**src/hw/sits_map.svh**
```systemverilog
// constant map for the sdram init and training sequencer
// assumes a 40 MHz user clock; included by bare name
`ifndef SITS_MAP_SVH
`define SITS_MAP_SVH

// -------------------------------------------------------------------
// clock and wait times
// -------------------------------------------------------------------
`define SITS_CLK_MHZ        40
`define SITS_T_RST_US       200
`define SITS_T_CKE_US       600
`define SITS_T_LPCKE_US     200
`define SITS_T_XPR_NS       400
`define SITS_T_INIT5_NS     10000
`define SITS_T_ZQINIT_NS    1000
`define SITS_LP_CKE_LOW_CYC 100
`define SITS_GEAR_CYC       128
`define SITS_ZQ_CYC         512
// least times round up to whole cycles
`define SITS_US2CYC(t) ((t) * `SITS_CLK_MHZ)
`define SITS_NS2CYC(t) ((((t) * `SITS_CLK_MHZ) + 999) / 1000)

// -------------------------------------------------------------------
// training positions
// -------------------------------------------------------------------
`define SITS_GATE_MID  8'h20
`define SITS_GATE_QTR  8'h01
`define SITS_GATE_MCLK 8'h04
`define SITS_GATE_HOLD 8'h06
`define SITS_DQS_MID   7'h40
`define SITS_DQS_MAX   7'h7f

// -------------------------------------------------------------------
// mode register sequences: last index per memory type
// -------------------------------------------------------------------
`define SITS_D3_MR_LAST 3'h3
`define SITS_D4_MR_LAST 3'h6
`define SITS_LP_MR_LAST 3'h4

`endif

```
**src/hw/sits_pkg.sv**
```systemverilog
// types shared by the sdram init and training sequencer
// assumes nothing beyond a standard elaborator
package sits_pkg;

   typedef enum logic [1:0] {SITS_DDR3, SITS_DDR4, SITS_LPDDR3} sits_mem_t;

   typedef enum logic [2:0] {
      SITS_CMD_NONE, SITS_CMD_MRS, SITS_CMD_ZQCL, SITS_CMD_RCW,
      SITS_CMD_BCW, SITS_CMD_MRW_RST, SITS_CMD_ZQINIT, SITS_CMD_READ
   } sits_cmd_t;

   typedef enum logic [4:0] {
      ST_IDLE, ST_CLK_TRN, ST_CA_TRN, ST_PHY_WAIT, ST_RST_LOW,
      ST_CKE_LOW, ST_TXPR, ST_RCW, ST_MRS, ST_GEAR, ST_ZQ,
      ST_LP_CKE_LOW, ST_LP_CKE_HIGH, ST_LP_INIT5, ST_LP_ZQ, ST_WLVL,
      ST_GATE_FIND, ST_GATE_BACK, ST_DQ_ALIGN, ST_CTR_LEFT,
      ST_CTR_RIGHT, ST_WCAL, ST_DONE
   } sits_state_t;

endpackage

```
**src/hw/sits_gate_ctl.sv**
```systemverilog
// read strobe gate: opens a programmable delay after a read launch,
// closes on an internal post-amble timer, qualifies strobe edges
// assumes the strobe pin is asynchronous to user_logic_clock
`timescale 1ns/1ps
module sits_gate_ctl
   import sits_pkg::*;
(
   input  logic       user_logic_clock,
   input  logic       resetn,
   input  logic       rd_launch,
   input  logic [7:0] gate_pos,
   input  logic       rd_strobe_pin,
   output logic       gate_open,
   output logic       gate_smp,
   output logic       gate_smp_vld,
   output logic [3:0] fifo_wr_ptr
);
`include "sits_map.svh"

   logic       strb_s1_ff;
   logic       strb_s2_ff;
   logic       strb_s3_ff;
   logic       run_ff;
   logic       open_ff;
   logic [7:0] gcnt_ff;
   logic       smp_ff;
   logic       smp_vld_ff;
   logic [3:0] wptr_ff;

   wire [7:0] fall_pos = 8'(gate_pos + `SITS_GATE_HOLD);
   wire at_rise = run_ff && !open_ff && (gcnt_ff == gate_pos);
   wire at_fall = open_ff && (gcnt_ff == fall_pos);
   wire strb_rise = strb_s2_ff & ~strb_s3_ff;
   // only edges inside the gate move the fifo pointer
   wire wr_step = strb_rise & open_ff;

   always_ff @(posedge user_logic_clock)
   begin
      strb_s1_ff <= rd_strobe_pin;
      strb_s2_ff <= strb_s1_ff;
      strb_s3_ff <= strb_s2_ff;
   end

   always_ff @(posedge user_logic_clock)
   begin
      if (!resetn)
      begin
         run_ff     <= 1'b0;
         open_ff    <= 1'b0;
         gcnt_ff    <= 8'h00;
         smp_ff     <= 1'b0;
         smp_vld_ff <= 1'b0;
         wptr_ff    <= 4'h0;
      end
      else
      begin
         gcnt_ff    <= rd_launch ? 8'h00 : 8'(gcnt_ff + 8'h01);
         run_ff     <= rd_launch | (run_ff & ~at_fall);
         // a new launch closes a gate left open, or its rise is lost
         open_ff    <= at_rise | (open_ff & ~at_fall & ~rd_launch);
         smp_vld_ff <= at_rise;
         if (at_rise)
            smp_ff  <= strb_s2_ff;
         if (wr_step)
            wptr_ff <= 4'(wptr_ff + 4'h1);
      end
   end

   assign gate_open    = open_ff;
   assign gate_smp     = smp_ff;
   assign gate_smp_vld = smp_vld_ff;
   assign fifo_wr_ptr  = wptr_ff;

endmodule

```
**src/hw/sits_seq.sv**
```systemverilog
// sdram init and training sequencer top
// assumes phy training engines answer with same-clock done levels,
// and user logic drives reinit_request on user_logic_clock
//
// Summary of operation
// - controller issues reads for gate training
// - gate starts mid-burst, finds 0-to-1
// - on transition advance gate 90 degrees
// - step back one clock until zero
// - falling gate edge placed by timer
// - gate qualifies strobe before fifo pointer
// - align dq bits before placing strobe
// - sweep strobe both ways, take midpoint
// - run io calibration after power-up
// - done flag only after whole sequence
// - clock, then ca training, then phy
// - ddr3/4 reset 200us, cke 600us, txpr
// - ddr3 mode registers 2,3,1,0
// - ddr3 512 cycles with zqcl per rank
// - ddr4 control words for buffered modules
// - ddr4 mode registers 3,6,5,4,2,1,0
// - ddr4 128 geardown then 512 zqcl
// - leveling, gate, dq, dqs, write cal
// - lpddr3 cke low 100, high 200us
// - lpddr3 mrw reset, zq init per rank
// - lpddr3 mode registers 1,2,3,16,17
// - reinit rising edge restarts full sequence
// - done low in reset and on reinit
`timescale 1ns/1ps
`include "sits_map.svh"
module sits_seq
   import sits_pkg::*;
#(
   parameter int RST_CYC   = `SITS_US2CYC(`SITS_T_RST_US),
   parameter int CKE_CYC   = `SITS_US2CYC(`SITS_T_CKE_US),
   parameter int LPCKE_CYC = `SITS_US2CYC(`SITS_T_LPCKE_US),
   parameter int INIT5_CYC = `SITS_NS2CYC(`SITS_T_INIT5_NS)
)
(
   input  logic       user_logic_clock,
   input  logic       resetn,
   input  logic       pll_lock,
   input  logic       reinit_request,
   input  sits_mem_t  mem_type,
   input  logic [1:0] rank_last,
   input  logic       registered_module,
   input  logic       load_reduced_module,
   input  logic       clk_train_done,
   input  logic       ca_train_done,
   input  logic       phy_ready,
   input  logic       wl_done,
   input  logic       dq_align_done,
   input  logic       wcal_done,
   input  logic       rd_result_vld,
   input  logic       rd_result_ok,
   input  logic       rd_strobe_pin,
   output logic       clk_train_start,
   output logic       ca_train_start,
   output logic       wl_start,
   output logic       dq_align_start,
   output logic       wcal_start,
   output logic       mem_reset_n,
   output logic       mem_cke,
   output logic       cmd_valid,
   output sits_cmd_t  cmd_code,
   output logic [4:0] cmd_mr,
   output logic [1:0] cmd_rank,
   output logic [7:0] gate_delay,
   output logic [6:0] dqs_delay,
   output logic       gate_open,
   output logic [3:0] fifo_wr_ptr,
   output logic       init_done_flag
);

   // -------------------------------------------------------------------
   // wait counts and mode register tables
   // -------------------------------------------------------------------
   localparam int XPR_CYC    = `SITS_NS2CYC(`SITS_T_XPR_NS);
   localparam int ZQINIT_CYC = `SITS_NS2CYC(`SITS_T_ZQINIT_NS);

   localparam logic [4:0] D3_TAB [0:3] = '{5'h02, 5'h03, 5'h01, 5'h00};
   localparam logic [4:0] D4_TAB [0:7] =
      '{5'h03, 5'h06, 5'h05, 5'h04, 5'h02, 5'h01, 5'h00, 5'h00};
   localparam logic [4:0] LP_TAB [0:7] =
      '{5'h01, 5'h02, 5'h03, 5'h10, 5'h11, 5'h00, 5'h00, 5'h00};

   // -------------------------------------------------------------------
   // state
   // -------------------------------------------------------------------
   sits_state_t st_ff;
   sits_state_t nxt_st;
   logic [15:0] cnt_ff;
   logic [15:0] nxt_cnt;
   logic [2:0]  idx_ff;
   logic [2:0]  nxt_idx;
   logic        wait_ff;
   logic        nxt_wait;
   logic        rst_n_ff;
   logic        nxt_rst_n;
   logic        cke_ff;
   logic        nxt_cke;
   logic        done_ff;
   logic        nxt_done;
   logic        prev_smp_ff;
   logic        nxt_prev_smp;
   logic [7:0]  gate_pos_ff;
   logic [7:0]  nxt_gate_pos;
   logic [6:0]  dqs_pos_ff;
   logic [6:0]  nxt_dqs_pos;
   logic [6:0]  left_ff;
   logic [6:0]  nxt_left;
   logic        cmd_vld_ff;
   logic        nxt_cmd_vld;
   sits_cmd_t   cmd_code_ff;
   sits_cmd_t   nxt_cmd_code;
   logic [4:0]  cmd_mr_ff;
   logic [4:0]  nxt_cmd_mr;
   logic [1:0]  cmd_rank_ff;
   logic [1:0]  nxt_cmd_rank;
   logic        pll_s1_ff;
   logic        pll_s2_ff;
   logic        reinit_prev_ff;
   logic        gate_smp;
   logic        gate_smp_vld;

   // -------------------------------------------------------------------
   // decode
   // -------------------------------------------------------------------
   wire is_d3 = (mem_type == SITS_DDR3);
   wire is_d4 = (mem_type == SITS_DDR4);
   wire is_lp = (mem_type == SITS_LPDDR3);
   wire cnt_zero = (cnt_ff == 16'h0000);
   wire reinit_rise = reinit_request & ~reinit_prev_ff;
   wire buffered = registered_module | load_reduced_module;
   wire [4:0] mr_sel = is_d3 ? D3_TAB[idx_ff[1:0]] :
                       is_d4 ? D4_TAB[idx_ff] : LP_TAB[idx_ff];
   wire [2:0] mr_last = is_d3 ? `SITS_D3_MR_LAST :
                        is_d4 ? `SITS_D4_MR_LAST : `SITS_LP_MR_LAST;
   wire [2:0] rank_last3 = {1'b0, rank_last};
   wire [7:0] dqs_sum = {1'b0, left_ff} + {1'b0, dqs_pos_ff};
   wire [7:0] dqs_sum_m1 = 8'(dqs_sum - 8'h01);
   wire gate_low = (gate_pos_ff < `SITS_GATE_MCLK);

   // -------------------------------------------------------------------
   // sequencer
   // -------------------------------------------------------------------
   always_comb
   begin
      nxt_st       = st_ff;
      nxt_cnt      = cnt_zero ? 16'h0000 : 16'(cnt_ff - 16'h0001);
      nxt_idx      = idx_ff;
      nxt_wait     = wait_ff;
      nxt_rst_n    = rst_n_ff;
      nxt_cke      = cke_ff;
      nxt_done     = done_ff;
      nxt_prev_smp = prev_smp_ff;
      nxt_gate_pos = gate_pos_ff;
      nxt_dqs_pos  = dqs_pos_ff;
      nxt_left     = left_ff;
      nxt_cmd_vld  = 1'b0;
      nxt_cmd_code = cmd_code_ff;
      nxt_cmd_mr   = cmd_mr_ff;
      nxt_cmd_rank = cmd_rank_ff;
      unique case (st_ff)
         ST_IDLE:
            if (pll_s2_ff)
               nxt_st = ST_CLK_TRN;
         ST_CLK_TRN:
            if (clk_train_done)
               nxt_st = ST_CA_TRN;
         ST_CA_TRN:
            if (ca_train_done)
               nxt_st = ST_PHY_WAIT;
         ST_PHY_WAIT:
            if (phy_ready)
            begin
               nxt_cke = 1'b0;
               if (is_lp)
               begin
                  nxt_st  = ST_LP_CKE_LOW;
                  nxt_cnt = 16'(`SITS_LP_CKE_LOW_CYC - 1);
               end
               else
               begin
                  nxt_st    = ST_RST_LOW;
                  nxt_rst_n = 1'b0;
                  nxt_cnt   = 16'(RST_CYC - 1);
               end
            end
         ST_RST_LOW:
            if (cnt_zero)
            begin
               nxt_rst_n = 1'b1;
               nxt_st    = ST_CKE_LOW;
               nxt_cnt   = 16'(CKE_CYC - 1);
            end
         ST_CKE_LOW:
            if (cnt_zero)
            begin
               nxt_cke = 1'b1;
               nxt_st  = ST_TXPR;
               nxt_cnt = 16'(XPR_CYC - 1);
            end
         ST_TXPR:
            if (cnt_zero)
            begin
               nxt_idx = 3'h0;
               nxt_st  = (is_d4 && buffered) ? ST_RCW : ST_MRS;
            end
         ST_RCW:
         begin
            nxt_cmd_vld  = 1'b1;
            nxt_cmd_code = (idx_ff == 3'h0) ? SITS_CMD_RCW : SITS_CMD_BCW;
            nxt_idx      = 3'(idx_ff + 3'h1);
            if (idx_ff != 3'h0)
            begin
               nxt_idx = 3'h0;
               nxt_st  = ST_MRS;
            end
         end
         ST_MRS:
         begin
            nxt_cmd_vld  = 1'b1;
            nxt_cmd_code = SITS_CMD_MRS;
            nxt_cmd_mr   = mr_sel;
            nxt_idx      = 3'(idx_ff + 3'h1);
            if (idx_ff == mr_last)
            begin
               nxt_idx = 3'h0;
               if (is_lp)
                  nxt_st = ST_WLVL;
               else if (is_d4)
               begin
                  nxt_st  = ST_GEAR;
                  nxt_cnt = 16'(`SITS_GEAR_CYC - 1);
               end
               else
               begin
                  nxt_st  = ST_ZQ;
                  nxt_cnt = 16'(`SITS_ZQ_CYC - 1);
               end
            end
         end
         ST_GEAR:
            if (cnt_zero)
            begin
               nxt_st  = ST_ZQ;
               nxt_cnt = 16'(`SITS_ZQ_CYC - 1);
            end
         ST_ZQ:
         begin
            // one zqcl per rank at the head of the wait
            if (idx_ff <= rank_last3)
            begin
               nxt_cmd_vld  = 1'b1;
               nxt_cmd_code = SITS_CMD_ZQCL;
               nxt_cmd_rank = idx_ff[1:0];
               nxt_idx      = 3'(idx_ff + 3'h1);
            end
            if (cnt_zero)
               nxt_st = ST_WLVL;
         end
         ST_LP_CKE_LOW:
            if (cnt_zero)
            begin
               nxt_cke = 1'b1;
               nxt_st  = ST_LP_CKE_HIGH;
               nxt_cnt = 16'(LPCKE_CYC - 1);
            end
         ST_LP_CKE_HIGH:
            if (cnt_zero)
            begin
               nxt_cmd_vld  = 1'b1;
               nxt_cmd_code = SITS_CMD_MRW_RST;
               nxt_st       = ST_LP_INIT5;
               nxt_cnt      = 16'(INIT5_CYC - 1);
            end
         ST_LP_INIT5:
            if (cnt_zero)
            begin
               nxt_st   = ST_LP_ZQ;
               nxt_idx  = 3'h0;
               nxt_wait = 1'b0;
            end
         ST_LP_ZQ:
            if (!wait_ff)
            begin
               nxt_cmd_vld  = 1'b1;
               nxt_cmd_code = SITS_CMD_ZQINIT;
               nxt_cmd_rank = idx_ff[1:0];
               nxt_cnt      = 16'(ZQINIT_CYC - 1);
               nxt_wait     = 1'b1;
            end
            else if (cnt_zero)
            begin
               nxt_wait = 1'b0;
               nxt_idx  = 3'(idx_ff + 3'h1);
               if (idx_ff == rank_last3)
               begin
                  nxt_idx = 3'h0;
                  nxt_st  = ST_MRS;
               end
            end
         ST_WLVL:
            if (wl_done)
            begin
               nxt_st       = ST_GATE_FIND;
               nxt_gate_pos = `SITS_GATE_MID;
               nxt_prev_smp = 1'b0;
               nxt_wait     = 1'b0;
            end
         ST_GATE_FIND:
            if (!wait_ff)
            begin
               nxt_cmd_vld  = 1'b1;
               nxt_cmd_code = SITS_CMD_READ;
               nxt_wait     = 1'b1;
            end
            else if (gate_smp_vld)
            begin
               nxt_wait     = 1'b0;
               nxt_prev_smp = gate_smp;
               if (!prev_smp_ff && gate_smp)
               begin
                  // move into the middle of the high pulse
                  nxt_gate_pos = 8'(gate_pos_ff + `SITS_GATE_QTR);
                  nxt_st       = ST_GATE_BACK;
               end
               else
                  nxt_gate_pos = 8'(gate_pos_ff + `SITS_GATE_QTR);
            end
         ST_GATE_BACK:
            if (!wait_ff)
            begin
               nxt_cmd_vld  = 1'b1;
               nxt_cmd_code = SITS_CMD_READ;
               nxt_wait     = 1'b1;
            end
            else if (gate_smp_vld)
            begin
               nxt_wait = 1'b0;
               // a zero marks the preamble; floor stops a runaway walk
               if (!gate_smp || gate_low)
                  nxt_st = ST_DQ_ALIGN;
               else
                  nxt_gate_pos = 8'(gate_pos_ff - `SITS_GATE_MCLK);
            end
         ST_DQ_ALIGN:
            if (dq_align_done)
            begin
               nxt_st      = ST_CTR_LEFT;
               nxt_dqs_pos = `SITS_DQS_MID;
               nxt_wait    = 1'b0;
            end
         ST_CTR_LEFT:
            if (!wait_ff)
            begin
               nxt_cmd_vld  = 1'b1;
               nxt_cmd_code = SITS_CMD_READ;
               nxt_wait     = 1'b1;
            end
            else if (rd_result_vld)
            begin
               nxt_wait = 1'b0;
               if (rd_result_ok && dqs_pos_ff != 7'h00)
                  nxt_dqs_pos = 7'(dqs_pos_ff - 7'h01);
               else
               begin
                  nxt_left    = rd_result_ok ? dqs_pos_ff :
                                7'(dqs_pos_ff + 7'h01);
                  nxt_dqs_pos = `SITS_DQS_MID;
                  nxt_st      = ST_CTR_RIGHT;
               end
            end
         ST_CTR_RIGHT:
            if (!wait_ff)
            begin
               nxt_cmd_vld  = 1'b1;
               nxt_cmd_code = SITS_CMD_READ;
               nxt_wait     = 1'b1;
            end
            else if (rd_result_vld)
            begin
               nxt_wait = 1'b0;
               if (rd_result_ok && dqs_pos_ff != `SITS_DQS_MAX)
                  nxt_dqs_pos = 7'(dqs_pos_ff + 7'h01);
               else
               begin
                  // midpoint of the two passing edges
                  nxt_dqs_pos = rd_result_ok ? dqs_sum[7:1] :
                                dqs_sum_m1[7:1];
                  nxt_st      = ST_WCAL;
               end
            end
         ST_WCAL:
            if (wcal_done)
            begin
               nxt_st   = ST_DONE;
               nxt_done = 1'b1;
            end
         ST_DONE:
            nxt_st = ST_DONE;
      endcase
      if (reinit_rise)
      begin
         nxt_st      = ST_CLK_TRN;
         nxt_done    = 1'b0;
         nxt_wait    = 1'b0;
         nxt_idx     = 3'h0;
         nxt_cmd_vld = 1'b0;
      end
   end

   // -------------------------------------------------------------------
   // registers
   // -------------------------------------------------------------------
   always_ff @(posedge user_logic_clock)
   begin
      pll_s1_ff <= pll_lock;
      pll_s2_ff <= pll_s1_ff;
   end

   always_ff @(posedge user_logic_clock)
   begin
      if (!resetn)
      begin
         st_ff          <= ST_IDLE;
         cnt_ff         <= 16'h0000;
         idx_ff         <= 3'h0;
         wait_ff        <= 1'b0;
         rst_n_ff       <= 1'b0;
         cke_ff         <= 1'b0;
         done_ff        <= 1'b0;
         prev_smp_ff    <= 1'b0;
         gate_pos_ff    <= `SITS_GATE_MID;
         dqs_pos_ff     <= `SITS_DQS_MID;
         left_ff        <= 7'h00;
         cmd_vld_ff     <= 1'b0;
         cmd_code_ff    <= SITS_CMD_NONE;
         cmd_mr_ff      <= 5'h00;
         cmd_rank_ff    <= 2'h0;
         reinit_prev_ff <= 1'b0;
      end
      else
      begin
         st_ff          <= nxt_st;
         cnt_ff         <= nxt_cnt;
         idx_ff         <= nxt_idx;
         wait_ff        <= nxt_wait;
         rst_n_ff       <= nxt_rst_n;
         cke_ff         <= nxt_cke;
         done_ff        <= nxt_done;
         prev_smp_ff    <= nxt_prev_smp;
         gate_pos_ff    <= nxt_gate_pos;
         dqs_pos_ff     <= nxt_dqs_pos;
         left_ff        <= nxt_left;
         cmd_vld_ff     <= nxt_cmd_vld;
         cmd_code_ff    <= nxt_cmd_code;
         cmd_mr_ff      <= nxt_cmd_mr;
         cmd_rank_ff    <= nxt_cmd_rank;
         reinit_prev_ff <= reinit_request;
      end
   end

   // -------------------------------------------------------------------
   // gate and strobe qualification
   // -------------------------------------------------------------------
   wire rd_launch = cmd_vld_ff && (cmd_code_ff == SITS_CMD_READ);

   sits_gate_ctl u_gate (
      .user_logic_clock       (user_logic_clock),
      .resetn        (resetn),
      .rd_launch     (rd_launch),
      .gate_pos      (gate_pos_ff),
      .rd_strobe_pin (rd_strobe_pin),
      .gate_open     (gate_open),
      .gate_smp      (gate_smp),
      .gate_smp_vld  (gate_smp_vld),
      .fifo_wr_ptr   (fifo_wr_ptr)
   );

   // -------------------------------------------------------------------
   // outputs
   // -------------------------------------------------------------------
   assign clk_train_start = (st_ff == ST_CLK_TRN);
   assign ca_train_start  = (st_ff == ST_CA_TRN);
   assign wl_start        = (st_ff == ST_WLVL);
   assign dq_align_start  = (st_ff == ST_DQ_ALIGN);
   assign wcal_start      = (st_ff == ST_WCAL);
   assign mem_reset_n     = rst_n_ff;
   assign mem_cke         = cke_ff;
   assign cmd_valid       = cmd_vld_ff;
   assign cmd_code        = cmd_code_ff;
   assign cmd_mr          = cmd_mr_ff;
   assign cmd_rank        = cmd_rank_ff;
   assign gate_delay      = gate_pos_ff;
   assign dqs_delay       = dqs_pos_ff;
   assign init_done_flag  = done_ff;

endmodule
```
**config.mk**
```make
export PLATFORM = sky130hd
export DESIGN_NAME = sits_seq
export DESIGN_NICKNAME = d
export VERILOG_FILES = /design/src/hw/sits_pkg.sv /design/src/hw/sits_gate_ctl.sv /design/src/hw/sits_seq.sv
export VERILOG_INCLUDE_DIRS = /design/src /design/src/hw
export SDC_FILE = /design/constraint.sdc
export NUM_CORES = 1
export LEC_CHECK = 0
export BUFFER_PORTS_ARGS = -buffer_cell sky130_fd_sc_hd__buf_4
export CAP_MARGIN = 20
export CORE_UTILIZATION = 50
export CTS_CLUSTER_DIAMETER = 60
export CTS_CLUSTER_SIZE = 16
export DETAILED_ROUTE_END_ITERATION = 10
export PLACE_DENSITY = 0.69
export SETUP_SLACK_MARGIN = 0.05
export SYNTH_ARGS = -nofsm -noshare
export SYNTH_HDL_FRONTEND = slang
export SYNTH_SLANG_ARGS = --single-unit
```
**constraint.sdc**
```tcl
create_clock -name user_logic_clock -period 4.3 [get_ports user_logic_clock]
set_input_delay 1.075 -clock user_logic_clock [delete_from_list [all_inputs] [get_ports user_logic_clock]]
set_output_delay 1.075 -clock user_logic_clock [all_outputs]
set_load 0.005 [all_outputs]
```
### Yosys cells after proc, flatten, opt, wreduce, memory -nomap -nowiden

Memory sizes are Yosys's and may differ from the RTL's.
Cells that the tools add are included.

* memories: 2
* memory bits (read-only): 80
* word-level logic and storage cells: 331
* register bits: 84

* mux-type cells: 119
* bitwise logic cells: 17
* reduce and logical (&&, ||, !) cells: 49
* equality and inequality tests: 101
* $lt $le $gt $ge: 4
* add/sub/neg operators: 11

Memory list
* (name not given): words 8, bits a word 5, read ports 1, clocked after memory_dff 0, wr ports 0, line sits_seq.sv:136 `is_d4 ? D4_TAB[idx_ff] : LP_TAB[idx_ff];`
* (name not given): words 8, bits a word 5, read ports 1, clocked after memory_dff 0, wr ports 0, line sits_seq.sv:136

Operators by type and width (number)
* $mux W5: 40
* $mux W16: 10
* $pmux W16 S8: 1
* $pmux W5 S23: 1
* $ne A3 B3 Y1 const B: 25
* $ne A2 B2 Y1 const B: 35
* $reduce_and A32 Y1: 2
* $mux W7: 9
* $mux W8: 6
* $mux W3: 14
* $eq A5 B4 Y1 const B: 8
* $eq A5 B5 Y1 const B: 7
* $pmux W8 S3: 1
* $ne A3 B2 Y1 const B: 7
* $pmux W7 S3: 1
* $eq A5 B3 Y1 const B: 4
* $mux W1: 19
* $pmux W3 S6: 1
* $add A8 B1 Y8 const B: 2
* $eq A8 B8 Y1: 2
* $logic_not A16 Y1: 1
* $reduce_and A4 Y1: 4
* $sub A16 B1 Y16 const B: 1
* $pmux W3 S5: 1
* 54 further kinds: 99

### Depth between registers and ports, before layout

Gate-level depths: netlist of run 1.

* depth in word-level cells: 7
* gate-level depth with buffers: 10
* depth with buffers taken out: 10

### By module

A second synthesis of run 1 with hierarchy kept.

* cells, all modules: 854
* area total of the unflattened synthesis: 6337.3 µm²

By module, submodules not included
* sits_seq: area each 5360.1 µm², times used 1, cells an instance 743
* sits_gate_ctl: area each 977.2 µm², times used 1, cells an instance 111

### Least setup slack after synthesis of run 1

Ideal clock, no wire load.

* path type: in2reg
* from: input mem_type[1]
* to: register cnt_ff[8]
* arrival: 3016 ps
* path buffers: 1
* setup time: 129 ps
* path slack: 1155 ps
* stages: 9
* path through: inv_1 -> ha_1 -> clkbuf_1 -> xor2_1 -> o41ai_1 -> a21oi_1 -> nor4_1 -> o21a_1 -> o32ai_1

* longest elaborated chain between the ends: 6
* elaborated cells between the ends (all ways): 12
* those cells by class: 3 x eq/ne; 8 x mux; 1 x reduce/logical

Ends and longest elaborated chain
* start: declaration: line sits_seq.sv:44 `input sits_mem_t mem_type,`
* $eq A2 B1 Y1: line sits_seq.sv:130 `wire is_d4 = (mem_type == SITS_DDR4);`
* $mux W2 (no line)
* $mux W3 (no line)
* $eq A3 B3 Y1: line sits_seq.sv:227 `if (idx_ff == mr_last)`
* $mux W16: line sits_seq.sv:227
* $pmux W16 S8 *: line sits_seq.sv:164 `unique case (st_ff)`
* end signal: assignment: line sits_seq.sv:447 `cnt_ff <= nxt_cnt;`
* end: declaration: line sits_seq.sv:92 `logic [15:0] cnt_ff;`

Every way passes the cells marked *; elsewhere a longest branch is shown, timed or not.
A chain may end at the register's enable or synchronous reset.

### Worst setup path in the final report of run 1

* from: register st_ff[1]
* to: output dq_align_start

* longest elaborated chain between the ends: 1

Ends and longest elaborated chain
* start: declaration: line sits_seq.sv:90 `sits_state_t st_ff;`
* start signal: assignment: line sits_seq.sv:446 `st_ff <= nxt_st;`
* $eq A5 B5 Y1: line sits_seq.sv:488 `assign dq_align_start = (st_ff == ST_DQ_ALIGN);`
* end: declaration: line sits_seq.sv:60 `output logic dq_align_start,`

No other way between the ends.

==> results by group, run 1 <==
Setup path
  • Type of origin of the critical path: flop
  • Worst setup path class: reg2out
  • CP delay by family, top: simple AND/OR/NAND/NOR gates
  • CP Capture Type: primary output
  • Crit path launch: st_ff[1]
  • Worst r2r src: st_ff[3]
  • Worst path buffer plus inverter count: 1
  • Worst r2r path cells: 8
  • CP Cell Sequence: or3b_2 -> nor2_1 -> buf_4
  • Setup slack, reg-to-reg: roughly 1300 ps
  • Worst path depth: 3
  • Crit path arrival time: ~2100 ps
  • Slowest stage delay, CP: about 700 ps
  • FF-to-FF End: cnt_ff[8]
  • Crit path max-delay cell type: dfxtp_1
  • Crit path required time: approximately 3200 ps
  • Crit path max fanout: 18
  • Worst setup path end: dq_align_start

Layout
  • Design area: between 7000 and 8000 um^2
  • Fill cells: about 1,200
  • Final core area utilization: 58.4%
  • Area grow syn2layout: 12.5%
  • Fraction of layout cells with a size suffix above 1: 12.1%
  • Layout Nets: 909
  • Antenna Cells: 0

Power and ir drop
  • Leak pwr: between 2 and 3 nW
  • Part of the power in the clock network: approximately 26%
  • Pwr dens: between 400 and 500 nW/um^2
  • VDD IR-drop max: 0.231 mV
  • Int Pwr: roughly 1.7 mW
  • NetSw: between 1 and 1.5 mW
  • Combinational share of power: roughly two fifths
  • Sequential Power Share: between 30% and 40%
  • Sw Share: about two fifths

Logic synthesis
  • Asr flop ratio synth: 0%
  • Most numerous cell in the Yosys netlist: nor2_1
  • Netlist Area Pre-Place: about 6300 um^2
  • Ys Warns: 0
  • Post-Syn Nets: 883
  • Most used DFF post-synth: dfxtp_1
  • Area leader, netlist: dfxtp_1
  • Post-synth EDFFs: 0
  • Syn_area_per_cell: about 7.6 um^2
  • Commonest cells post-synth: 88 x nor2_1, 83 x dfxtp_1, 57 x a21oi_1, 52 x nand2_1, 49 x nor3_1
  • Share of Yosys cell area claimed by the top area cell type: between 20% and 30%
  • Register bit count reported by yosys: 83
  • Distinct cell type count of the synthesized netlist: between 80 and 90
  • Mapped Cells: ~830
  • Sequential-to-total area share from yosys stat: between 20% and 30%
  • Main area contributors after synthesis: dfxtp_1 26%, ha_1 5.7%, nor2_1 5.2%

STA
  • Worst setup margin: between 1000 and 1500 ps
  • Max-slew violations: 0
  • Worst slew pin tran: around 900 ps
  • Final Hold Viols: 0
  • Unrepaired setup endpoints after global routing: false
  • Setup violators final: 0
  • Headroom to the max-slew limit: 39.6%
  • Tmin final: 3190 ps
  • Final Skew: 8.22 ps
  • Period Utilization, post-route: 74.2%
  • Setup TNS: 0 ps
  • Fmax: roughly 0.31 GHz

Floorplan
  • Die area: roughly 13,000 um^2
  • Ports: between 50 and 60
  • Die X: roughly 110 um
  • Starting Density: between 50% and 60%
  • Rows: 40
  • Die height: between 100 and 150 um
  • Core area: 12,200 um^2

Placement
  • Placed cell area: between 6000 and 7000 um^2
  • GP Congestion: ~0.95
  • DP Wirelength: between 10 and 15 mm
  • Pre-CTS WS: roughly 1100 ps
  • Buffers on Ports: 56

GRT
  • Global-route wire length before repair: ~30 mm
  • Vias in the first global route: ~6,000
  • Initial antenna violation count: 0
  • Total track usage: 28.8%
  • Largest net degree at the start of global routing: 46
  • Total gr overflow: 0

Detailed routing
  • DR iter-0 viols: between 500 and 600
  • Initial DRT Pass Iterations: 6
  • Final ANT Viol Nets: 0
  • Via density: 6.27
  • Via count: 6,482
  • DR WL/cell: about 17 um
  • DRC viols: 0
  • Drt total wl: approximately 18 mm

Clock network
  • Root Buffer: clkbuf_16
  • CTS resizes: 0
  • Post-CTS setup buffer count: 0
  • Hold Buf Count CTS: 0
  • Clock buffer depth: 2
  • CTS tree: built
  • Total CTS buffers: 9
  • Clk sink count: between 80 and 90
  • Clock Pin Slew Worst Setup and Hold Paths: ~70 ps
  • Htree depth: 3
  • Worst skew pair latency: 360 ps

Hold path
  • Worst Hold Class: reg2reg

Job
  • Max-cap violation count: 0

Status
  • Status: finished, final reports clean
## how the worst min path moves through the flow
stage                          from        end  cells after the start
after floorplan           pll_s1_ff  pll_s2_ff                      0
after global placement    pll_s1_ff  pll_s2_ff                      0
after detailed placement  pll_s1_ff  pll_s2_ff                      0
after CTS                 pll_s1_ff  pll_s2_ff                      0
after global routing      pll_s1_ff  pll_s2_ff                      0
final                     pll_s1_ff  pll_s2_ff                      0
## stage by stage
step           total power [mW]  hold WS (ps)  instances
2_1_floorplan              1.89           310        834
5_1_grt                    3.13           342       1033
6_report                   2.94           328       1033
3_5_place_dp               2.17           315       1017
4_1_cts                    2.93           330       1033
3_3_place_gp               2.15           311       1017
## registers in the layout, indices dropped and copies added, names as in the netlist, 2 cells and up
| signal | cells |
|---|---|
| cmd_code | 3 |
| cmd_mr | 4 |
| cmd_rank | 2 |
| cnt_ff | 16 |
| dqs_delay | 7 |
| gate_delay | 8 |
| idx_ff | 3 |
| left_ff | 7 |
| st_ff | 5 |
| u_gate.fifo_wr_ptr | 4 |
| u_gate.gcnt_ff | 8 |
## power by group through the flow
stage	logic [mW]	registers, mW	clock network (mW)
finish	1.21	0.973	0.756
global route	1.34	0.987	0.801
CTS	1.20	0.967	0.763
detailed placement	1.19	0.985	0
global placement	1.17	0.979	0
floorplan	0.968	0.918	0
## cell type report
type | count | area, um^2 | share of cell area [%]
Multi-Input combinational cell | 670 | 4340 | 61.1
Sequential cell | 83 | 1660 | 23.4
Inverter | 30 | 113 | 1.59
Clock inverter | 7 | 60.1 | 0.845
Clock buffer | 9 | 225 | 3.17
Tap cell | 168 | 210 | 2.96
Timing Repair Buffer | 66 | 495 | 6.97
## cell families after synthesis
group                      synth area share (%)
muxes                                      2.81
AOI/OAI and AO/OA                          24.7
other                                    0.0594
xor gates and xnor gates                   7.21
adders and majority gates                  6.06
and+or+nand+nor                            27.8
DFF                                        26.3
buffers and inverters                      5.01
## placed cells by master, fill, tap and decap left out, types with 29 or more instances in the layout
cell type / count
inv_1: 29
o21ai_0: 46
ha_1: 29
buf_4: 66
nor3_1: 49
dfxtp_1: 83
a21oi_1: 57
nand2_1: 52
nand3_1: 29
nor2_1: 88
## layer usage
metal  GRT usage, %  up-vias  share of wire (%)  wire, um
met4           9.87        0                2.1       369
met1           40.2     3015                 45      8020
met5              0        -                  0         0
li1               -     3145                  -         -
met3           4.29       29                7.7      1390
met2           45.2      293                 46      8220
Note: power is estimated with default switching activity, not from simulation.
==> run 2: changes to the inputs <==
- PLACE_DENSITY: 0.69 -> 0.72
- clock period: 4.3 -> 2.6 ns (I/O delays scaled with it)
==> run 2 against run 1 <==
Net effect:
- critical path type is now reg2reg
- clock-buffer cell count stayed put
- combinational power up 110%
- clock power up 75%
- power up 86%
- global-route usage increased by 2.0 points
- hold slack got worse by 2.3 ps
- non-clock buffer count up 61
- worst setup slack got worse by 1000 ps
==> results by group, run 2 (same netlist as run 1, synthesis figures left out) <==
Status
  • Status: finished, final reports clean (unchanged)

Setup path
  • CP delay by family, top: simple AND/OR/NAND/NOR gates (unchanged)
  • Worst setup path class: reg2reg (was reg2out)
  • Worst path depth: 6 (was 3)
  • Worst r2r src: cnt_ff[11] (was st_ff[3])
  • Crit path launch: cnt_ff[11] (was st_ff[1])
  • Worst path buffer plus inverter count: 0 (was 1)
  • Crit path arrival time: 2750 ps (was 2120 ps)
  • CP Cell Sequence: or4_4 -> or4_4 -> or3_4 -> a22oi_4 -> o2111ai_1 -> a32o_1 (was or3b_2 -> nor2_1 -> buf_4)
  • Crit path max-delay cell type: or4_4 (was dfxtp_1)
  • CP Capture Type: flop (was primary output)
  • Slowest stage delay, CP: 540 ps (was 700 ps)
  • Worst r2r path cells: 6 (was 8)
  • Type of origin of the critical path: flop (unchanged)
  • Setup slack, reg-to-reg: 90 ps (was 1320 ps)
  • CP dominant cell by count: or4_4
  • FF-to-FF End: st_ff[3] (was cnt_ff[8])
  • Crit path required time: 2840 ps (was 3220 ps)
  • Crit path max fanout: 6 (was 18)

Layout
  • Fill cells: 1,062 (was 1,171)
  • Layout Nets: 970 (was 909)
  • Antenna Cells: 0 (unchanged)
  • Fin cells: 1,094 (was 1,033)
  • Largest Register: cnt_ff (unchanged)
  • Most common cell after layout, fill and taps aside: buf_4 (was nor2_1)
  • Final core area utilization: 63.1% (was 58.4%)
  • Area grow syn2layout: 21.5% (was 12.5%)
  • Largest register FFs: 16 (unchanged)
  • Most frequent cells in the layout: 126 x buf_4, 87 x nor2_1, 82 x dfxtp_1, 56 x a21oi_1, 52 x nand2_1 (was 88 x nor2_1, 83 x dfxtp_1, 66 x buf_4, 57 x a21oi_1, 52 x nand2_1)
  • Fraction of layout cells with a size suffix above 1: 19.8% (was 12.1%)

GRT
  • Initial antenna violation count: 0 (unchanged)
  • Met1 GRT Util: 42.7% (was 40.2%)
  • GRT met3 Usage: 5.77% (was 4.29%)
  • Total track usage: 30.8% (was 28.8%)
  • Largest net degree at the start of global routing: 27 (was 46)
  • Total gr overflow: 0 (unchanged)
  • Global-route wire length before repair: 31.8 mm (was 30.0 mm)
  • Busiest grt layer: met2 (unchanged)
  • Vias in the first global route: 6,361 (was 5,978)
  • Global routing usage on met2: 46.7% (was 45.2%)

STA
  • Worst setup margin: 94.0 ps (was 1110 ps)
  • Final Hold Viols: 0 (unchanged)
  • Fmax: 0.399 GHz
  • Headroom to the max-slew limit: 58.8% (was 39.6%)
  • Unrepaired setup endpoints after global routing: true (was false)
  • Tmin final: 2510 ps
  • Worst slew pin tran: 616 ps (was 905 ps)
  • Setup violators final: 0 (unchanged)
  • Max-slew violations: 0 (unchanged)
  • Final Skew: 10.9 ps (was 8.22 ps)
  • Period Utilization, post-route: between 90% and 100%

Clock network
  • Root Buffer: clkbuf_16 (unchanged)
  • Total CTS buffers: 9 (unchanged)
  • Worst skew pair latency: 360 ps (about the same)
  • Clk sink count: 83 (unchanged)
  • Clock Pin Slew Worst Setup and Hold Paths: 60 ps (was 70 ps)
  • Clock buffer depth: 2 (unchanged)
  • Htree depth: 3 (unchanged)
  • CTS tree: built (unchanged)

Power and ir drop
  • VDD IR-drop max: 0.372 mV (was 0.231 mV)
  • Pwr dens: 712 nW/um^2 (was 414 nW/um^2)
  • Leak pwr: 3.09 nW (was 2.75 nW)

Hold path
  • Worst Hold Class: reg2reg (unchanged)
  • WHS Path Cells: 0 (unchanged)
  • Endpoint, Worst Hold: pll_s2_ff (unchanged)
  • HP Start: pll_s1_ff (unchanged)

Placement
  • Pre-CTS WS: -87.7 ps (was 1090 ps)
  • Placed insts: 1,076 (was 1,017)
  • DP Wirelength: 14.3 mm (was 13.1 mm)
  • Buffers on Ports: 56 (unchanged)
  • GP Congestion: 0.966 (was 0.952)

Detailed routing
  • DR iter-0 viols: 672 (was 536)
  • Initial DRT Pass Iterations: 7 (was 6)
  • Drt total wl: 19.3 mm (was 18.0 mm)
  • Via density: 6.17 (was 6.27)
  • Final ANT Viol Nets: 0 (unchanged)
  • DR WL/cell: 17.6 um (was 17.4 um)
  • DRC viols: 0 (unchanged)
  • Via count: 6,751 (was 6,482)

Floorplan
  • Ports: 58 (unchanged)
  • Die area: 13,100 um^2 (unchanged)
  • Starting Density: 51.9% (unchanged)
  • Core area: 12,200 um^2 (unchanged)
  • Die height: 114 um (unchanged)
  • Die X: 114 um (unchanged)
  • Rows: 40 (unchanged)

Job
  • Max-cap violation count: 0 (unchanged)
-- run 2: worst max-delay path by stage --
stage / slack, ps / endpoint
finish: 90 / st_ff[3]
global route: 30 / dqs_delay[4]
CTS: 60 / st_ff[3]
detailed placement: -90 / cnt_ff[11]
global placement: -40 / cnt_ff[12]
floorplan: 40 / st_ff[3]
-- run 2: what timing repair did --
item	CTS	global route
pin swaps	2	5
gates resized for setup	5	16
hold buffers	0	0
setup buffers	0	2
setup endpoints to repair	13	21
-- run 2: worst register-to-register path, stage by stage, from the launching register on --
cell	delay, ps
dfxtp_1	320
or4_4	540
or4_4	440
or3_4	410
a22oi_4	260
o2111ai_1	150
a32o_1	280
-- run 2: through the flow --
stage / power, mW / setup TNS, ps / area (um^2) / hold WS, ps
global placement: 3.91 / -90.8 / 7280 / 311
global route: 5.78 / 0 / 7680 / 333
CTS: 5.36 / 0 / 7610 / 328
floorplan: 3.13 / 0 / 6330 / 310
detailed placement: 3.96 / -287 / 7280 / 314
finish: 5.47 / 0 / 7680 / 326
-- run 2: report_power, final --
part           internal [mW]  switching [mW]  leakage [nW]
clock                  0.750           0.575         0.146
combinational           1.15            1.44          2.26
sequential              1.41           0.147         0.675
total                   3.30            2.16          3.09
-- run 2: area by class of cell --
| type | count | area, um^2 | area share (%) |
|---|---|---|---|
| clock buffer | 9 | 225 | 2.93 |
| clock inverter | 7 | 73.8 | 0.961 |
| inverter | 30 | 113 | 1.47 |
| multi-input combinational | 670 | 4440 | 57.8 |
| sequential | 83 | 1660 | 21.7 |
| tap | 168 | 210 | 2.74 |
| timing repair buffer | 127 | 957 | 12.5 |
-- run 2: layer usage --
metal  part of all wire [%]  wire [um]  vias up
met5                      0          0        -
met4                    2.5        475        0
met3                    7.9       1530       39
met2                     45       8690      285
met1                     45       8590     3158
li1                       -          -     3269
==> run 3: changes to the inputs <==
- CORE_MARGIN: default -> 8
==> run 3 against run 2 <==
Net effect:
- critical path type unchanged
- sequential power about the same
- largest cell class unchanged
- die area up 26%
- clock skew up 0.50 ps
- clock power up 4%
- final area up 0.31%
- non-clock buffer count down 1
==> results by group, run 3 (same netlist as run 1, synthesis figures left out) <==
Status
  • Status: finished, final reports clean (unchanged)

GRT
  • Largest net degree at the start of global routing: 44 (was 27)
  • GRT met3 Usage: 3.35% (was 5.77%)
  • Total track usage: 24.0% (was 30.8%)
  • Busiest grt layer: met2 (unchanged)
  • Initial antenna violation count: 0 (unchanged)
  • Global routing usage on met2: 38.3% (was 46.7%)
  • Vias in the first global route: 6,535 (was 6,361)
  • Global-route wire length before repair: 32.2 mm (was 31.8 mm)
  • Total gr overflow: 0 (unchanged)
  • Met1 GRT Util: 31.5% (was 42.7%)

Power and ir drop
  • Pwr dens: 720 nW/um^2 (was 712 nW/um^2)
  • Leak pwr: 3.09 nW (about the same)
  • Pwr Total: 5.55 mW (was 5.47 mW)
  • VDD IR-drop max: 0.480 mV (was 0.372 mV)

Floorplan
  • Die X: 128 um (was 114 um)
  • Core area: 12,500 um^2 (was 12,200 um^2)
  • Rows: 41 (was 40)
  • Starting Density: 50.7% (was 51.9%)
  • Die height: 128 um (was 114 um)
  • Ports: 58 (unchanged)
  • Die area: 16,500 um^2 (was 13,100 um^2)

Placement
  • Pre-CTS WS: -83.3 ps (was -87.7 ps)
  • DP Wirelength: 15.0 mm (was 14.3 mm)
  • GP Congestion: 0.952 (was 0.966)
  • Placed insts: 1,075 (was 1,076)
  • Buffers on Ports: 56 (unchanged)
  • Placed cell area: 7270 um^2 (was 7280 um^2)

Detailed routing
  • DR WL/cell: 18.3 um (was 17.6 um)
  • DRC viols: 0 (unchanged)
  • Initial DRT Pass Iterations: 8 (was 7)
  • Via density: 6.22 (was 6.17)
  • DR iter-0 viols: 638 (was 672)
  • Final ANT Viol Nets: 0 (unchanged)
  • Drt total wl: 20.1 mm (was 19.3 mm)
  • Via count: 6,825 (was 6,751)

STA
  • Setup TNS: 0 ps (unchanged)
  • Unrepaired setup endpoints after global routing: true (unchanged)
  • Tmin final: 2530 ps (was 2510 ps)
  • Worst slew pin tran: 703 ps (was 616 ps)
  • Headroom to the max-slew limit: 52.8% (was 58.8%)
  • Period Utilization, post-route: 97.3% (was 96.4%)
  • Max-slew violations: 0 (unchanged)
  • Final Hold Viols: 0 (unchanged)
  • Fmax: 0.395 GHz (was 0.399 GHz)
  • Hold Worst Slack: 331 ps (was 326 ps)
  • Final Skew: 11.4 ps (was 10.9 ps)
  • Setup violators final: 0 (unchanged)
  • Worst setup margin: 69.2 ps (was 94.0 ps)

Hold path
  • WHS Path Cells: 0 (unchanged)
  • Endpoint, Worst Hold: pll_s2_ff (unchanged)
  • HP Start: pll_s1_ff (unchanged)
  • Worst Hold Class: reg2reg (unchanged)

Clock network
  • Root Buffer: clkbuf_16 (unchanged)
  • Clock Pin Slew Worst Setup and Hold Paths: 70 ps (was 60 ps)
  • Htree depth: 3 (unchanged)
  • CTS tree: built (unchanged)
  • Hold Buf Count CTS: 0 (unchanged)
  • Total CTS buffers: 9 (unchanged)
  • Clock buffer depth: 2 (unchanged)
  • Worst skew pair latency: 360 ps (about the same)
  • Clk sink count: 83 (unchanged)

Layout
  • Layout Nets: 969 (was 970)
  • Area grow syn2layout: 21.9% (was 21.5%)
  • Antenna Cells: 0 (unchanged)
  • Fraction of layout cells with a size suffix above 1: 19.6% (was 19.8%)
  • Largest Register: cnt_ff (unchanged)
  • Fin cells: 1,097 (was 1,094)
  • Most frequent cells in the layout: 123 x buf_4, 87 x nor2_1, 80 x dfxtp_1, 55 x a21oi_1, 52 x nand2_1 (was 126 x buf_4, 87 x nor2_1, 82 x dfxtp_1, 56 x a21oi_1, 52 x nand2_1)
  • Largest register FFs: 16 (unchanged)
  • Design area: 7700 um^2 (was 7680 um^2)
  • Final core area utilization: 61.8% (was 63.1%)
  • Most common cell after layout, fill and taps aside: buf_4 (unchanged)

Setup path
  • Type of origin of the critical path: flop (unchanged)
  • Worst r2r src: cnt_ff[11] (unchanged)
  • Crit path required time: 2850 ps (was 2840 ps)
  • Crit path arrival time: 2780 ps (was 2750 ps)
  • CP Capture Type: flop (unchanged)
  • Worst setup path class: reg2reg (unchanged)
  • FF-to-FF End: st_ff[3] (unchanged)
  • Setup slack, reg-to-reg: 70 ps (was 90 ps)
  • Worst r2r path cells: 6 (unchanged)
  • Crit path max fanout: 6 (unchanged)

Job
  • Max-cap violation count: 0 (unchanged)
==> run 3: cell count changes in the layout (fill, tap and decap cells not counted), moves of 2 or more <==
cell | before | now
clkinv_2 | 2 | 0
dfxtp_1 | 82 | 80
buf_12 | 0 | 2
inv_6 | 2 | 0
buf_4 | 126 | 123
dfxtp_2 | 1 | 3
==> run 3: how the worst max path moves through the flow <==
stage / to / cells past startpoint / startpoint
after floorplan: st_ff[3] / 8 / cnt_ff[11]
after global placement: cnt_ff[10] / 6 / cnt_ff[11]
after detailed placement: cnt_ff[11] / 6 / cnt_ff[11]
after CTS: dq_align_start / 3 / st_ff[3]
after global routing: st_ff[3] / 8 / cnt_ff[0]
final: st_ff[3] / 6 / cnt_ff[11]
==> run 3: cell type report <==
class / instances / area [um^2]
inverter: 30 / 113
clock buffer: 10 / 239
clock inverter: 6 / 73.8
timing repair buffer: 126 / 975
sequential: 83 / 1670
multi-input combinational: 670 / 4420
fill: 1128 / 4760
tap: 172 / 215
==> run 3: critical path: stages, from the launching register on <==
cell and delay [ps]:
dfxtp_2 330, or4_4 530, or4_4 450, or3_4 410
a22oi_4 250, o2111ai_1 160, a32o_1 290
==> run 3: report_power, final <==
| part | leakage (nW) | internal, mW | switching [mW] |
|---|---|---|---|
| Sequential | 0.676 | 1.41 | 0.156 |
| Clock | 0.147 | 0.781 | 0.594 |
| Combinational | 2.26 | 1.17 | 1.44 |
| Total | 3.09 | 3.36 | 2.19 |
==> run 3: layer usage <==
| metal | up-vias | wire, um |
|---|---|---|
| li1 | 3260 | - |
| met1 | 3247 | 9090 |
| met2 | 278 | 9270 |
| met3 | 40 | 1230 |
| met4 | 0 | 498 |
| met5 | - | 0 |
==> run 3: timing repair <==
action | in CTS | in global routing
cloned | 0 | 0
pin swaps | 2 | 5
setup endpoints to repair | 11 | 22
buffers inserted | 0 | 6
gates resized for setup | 4 | 14
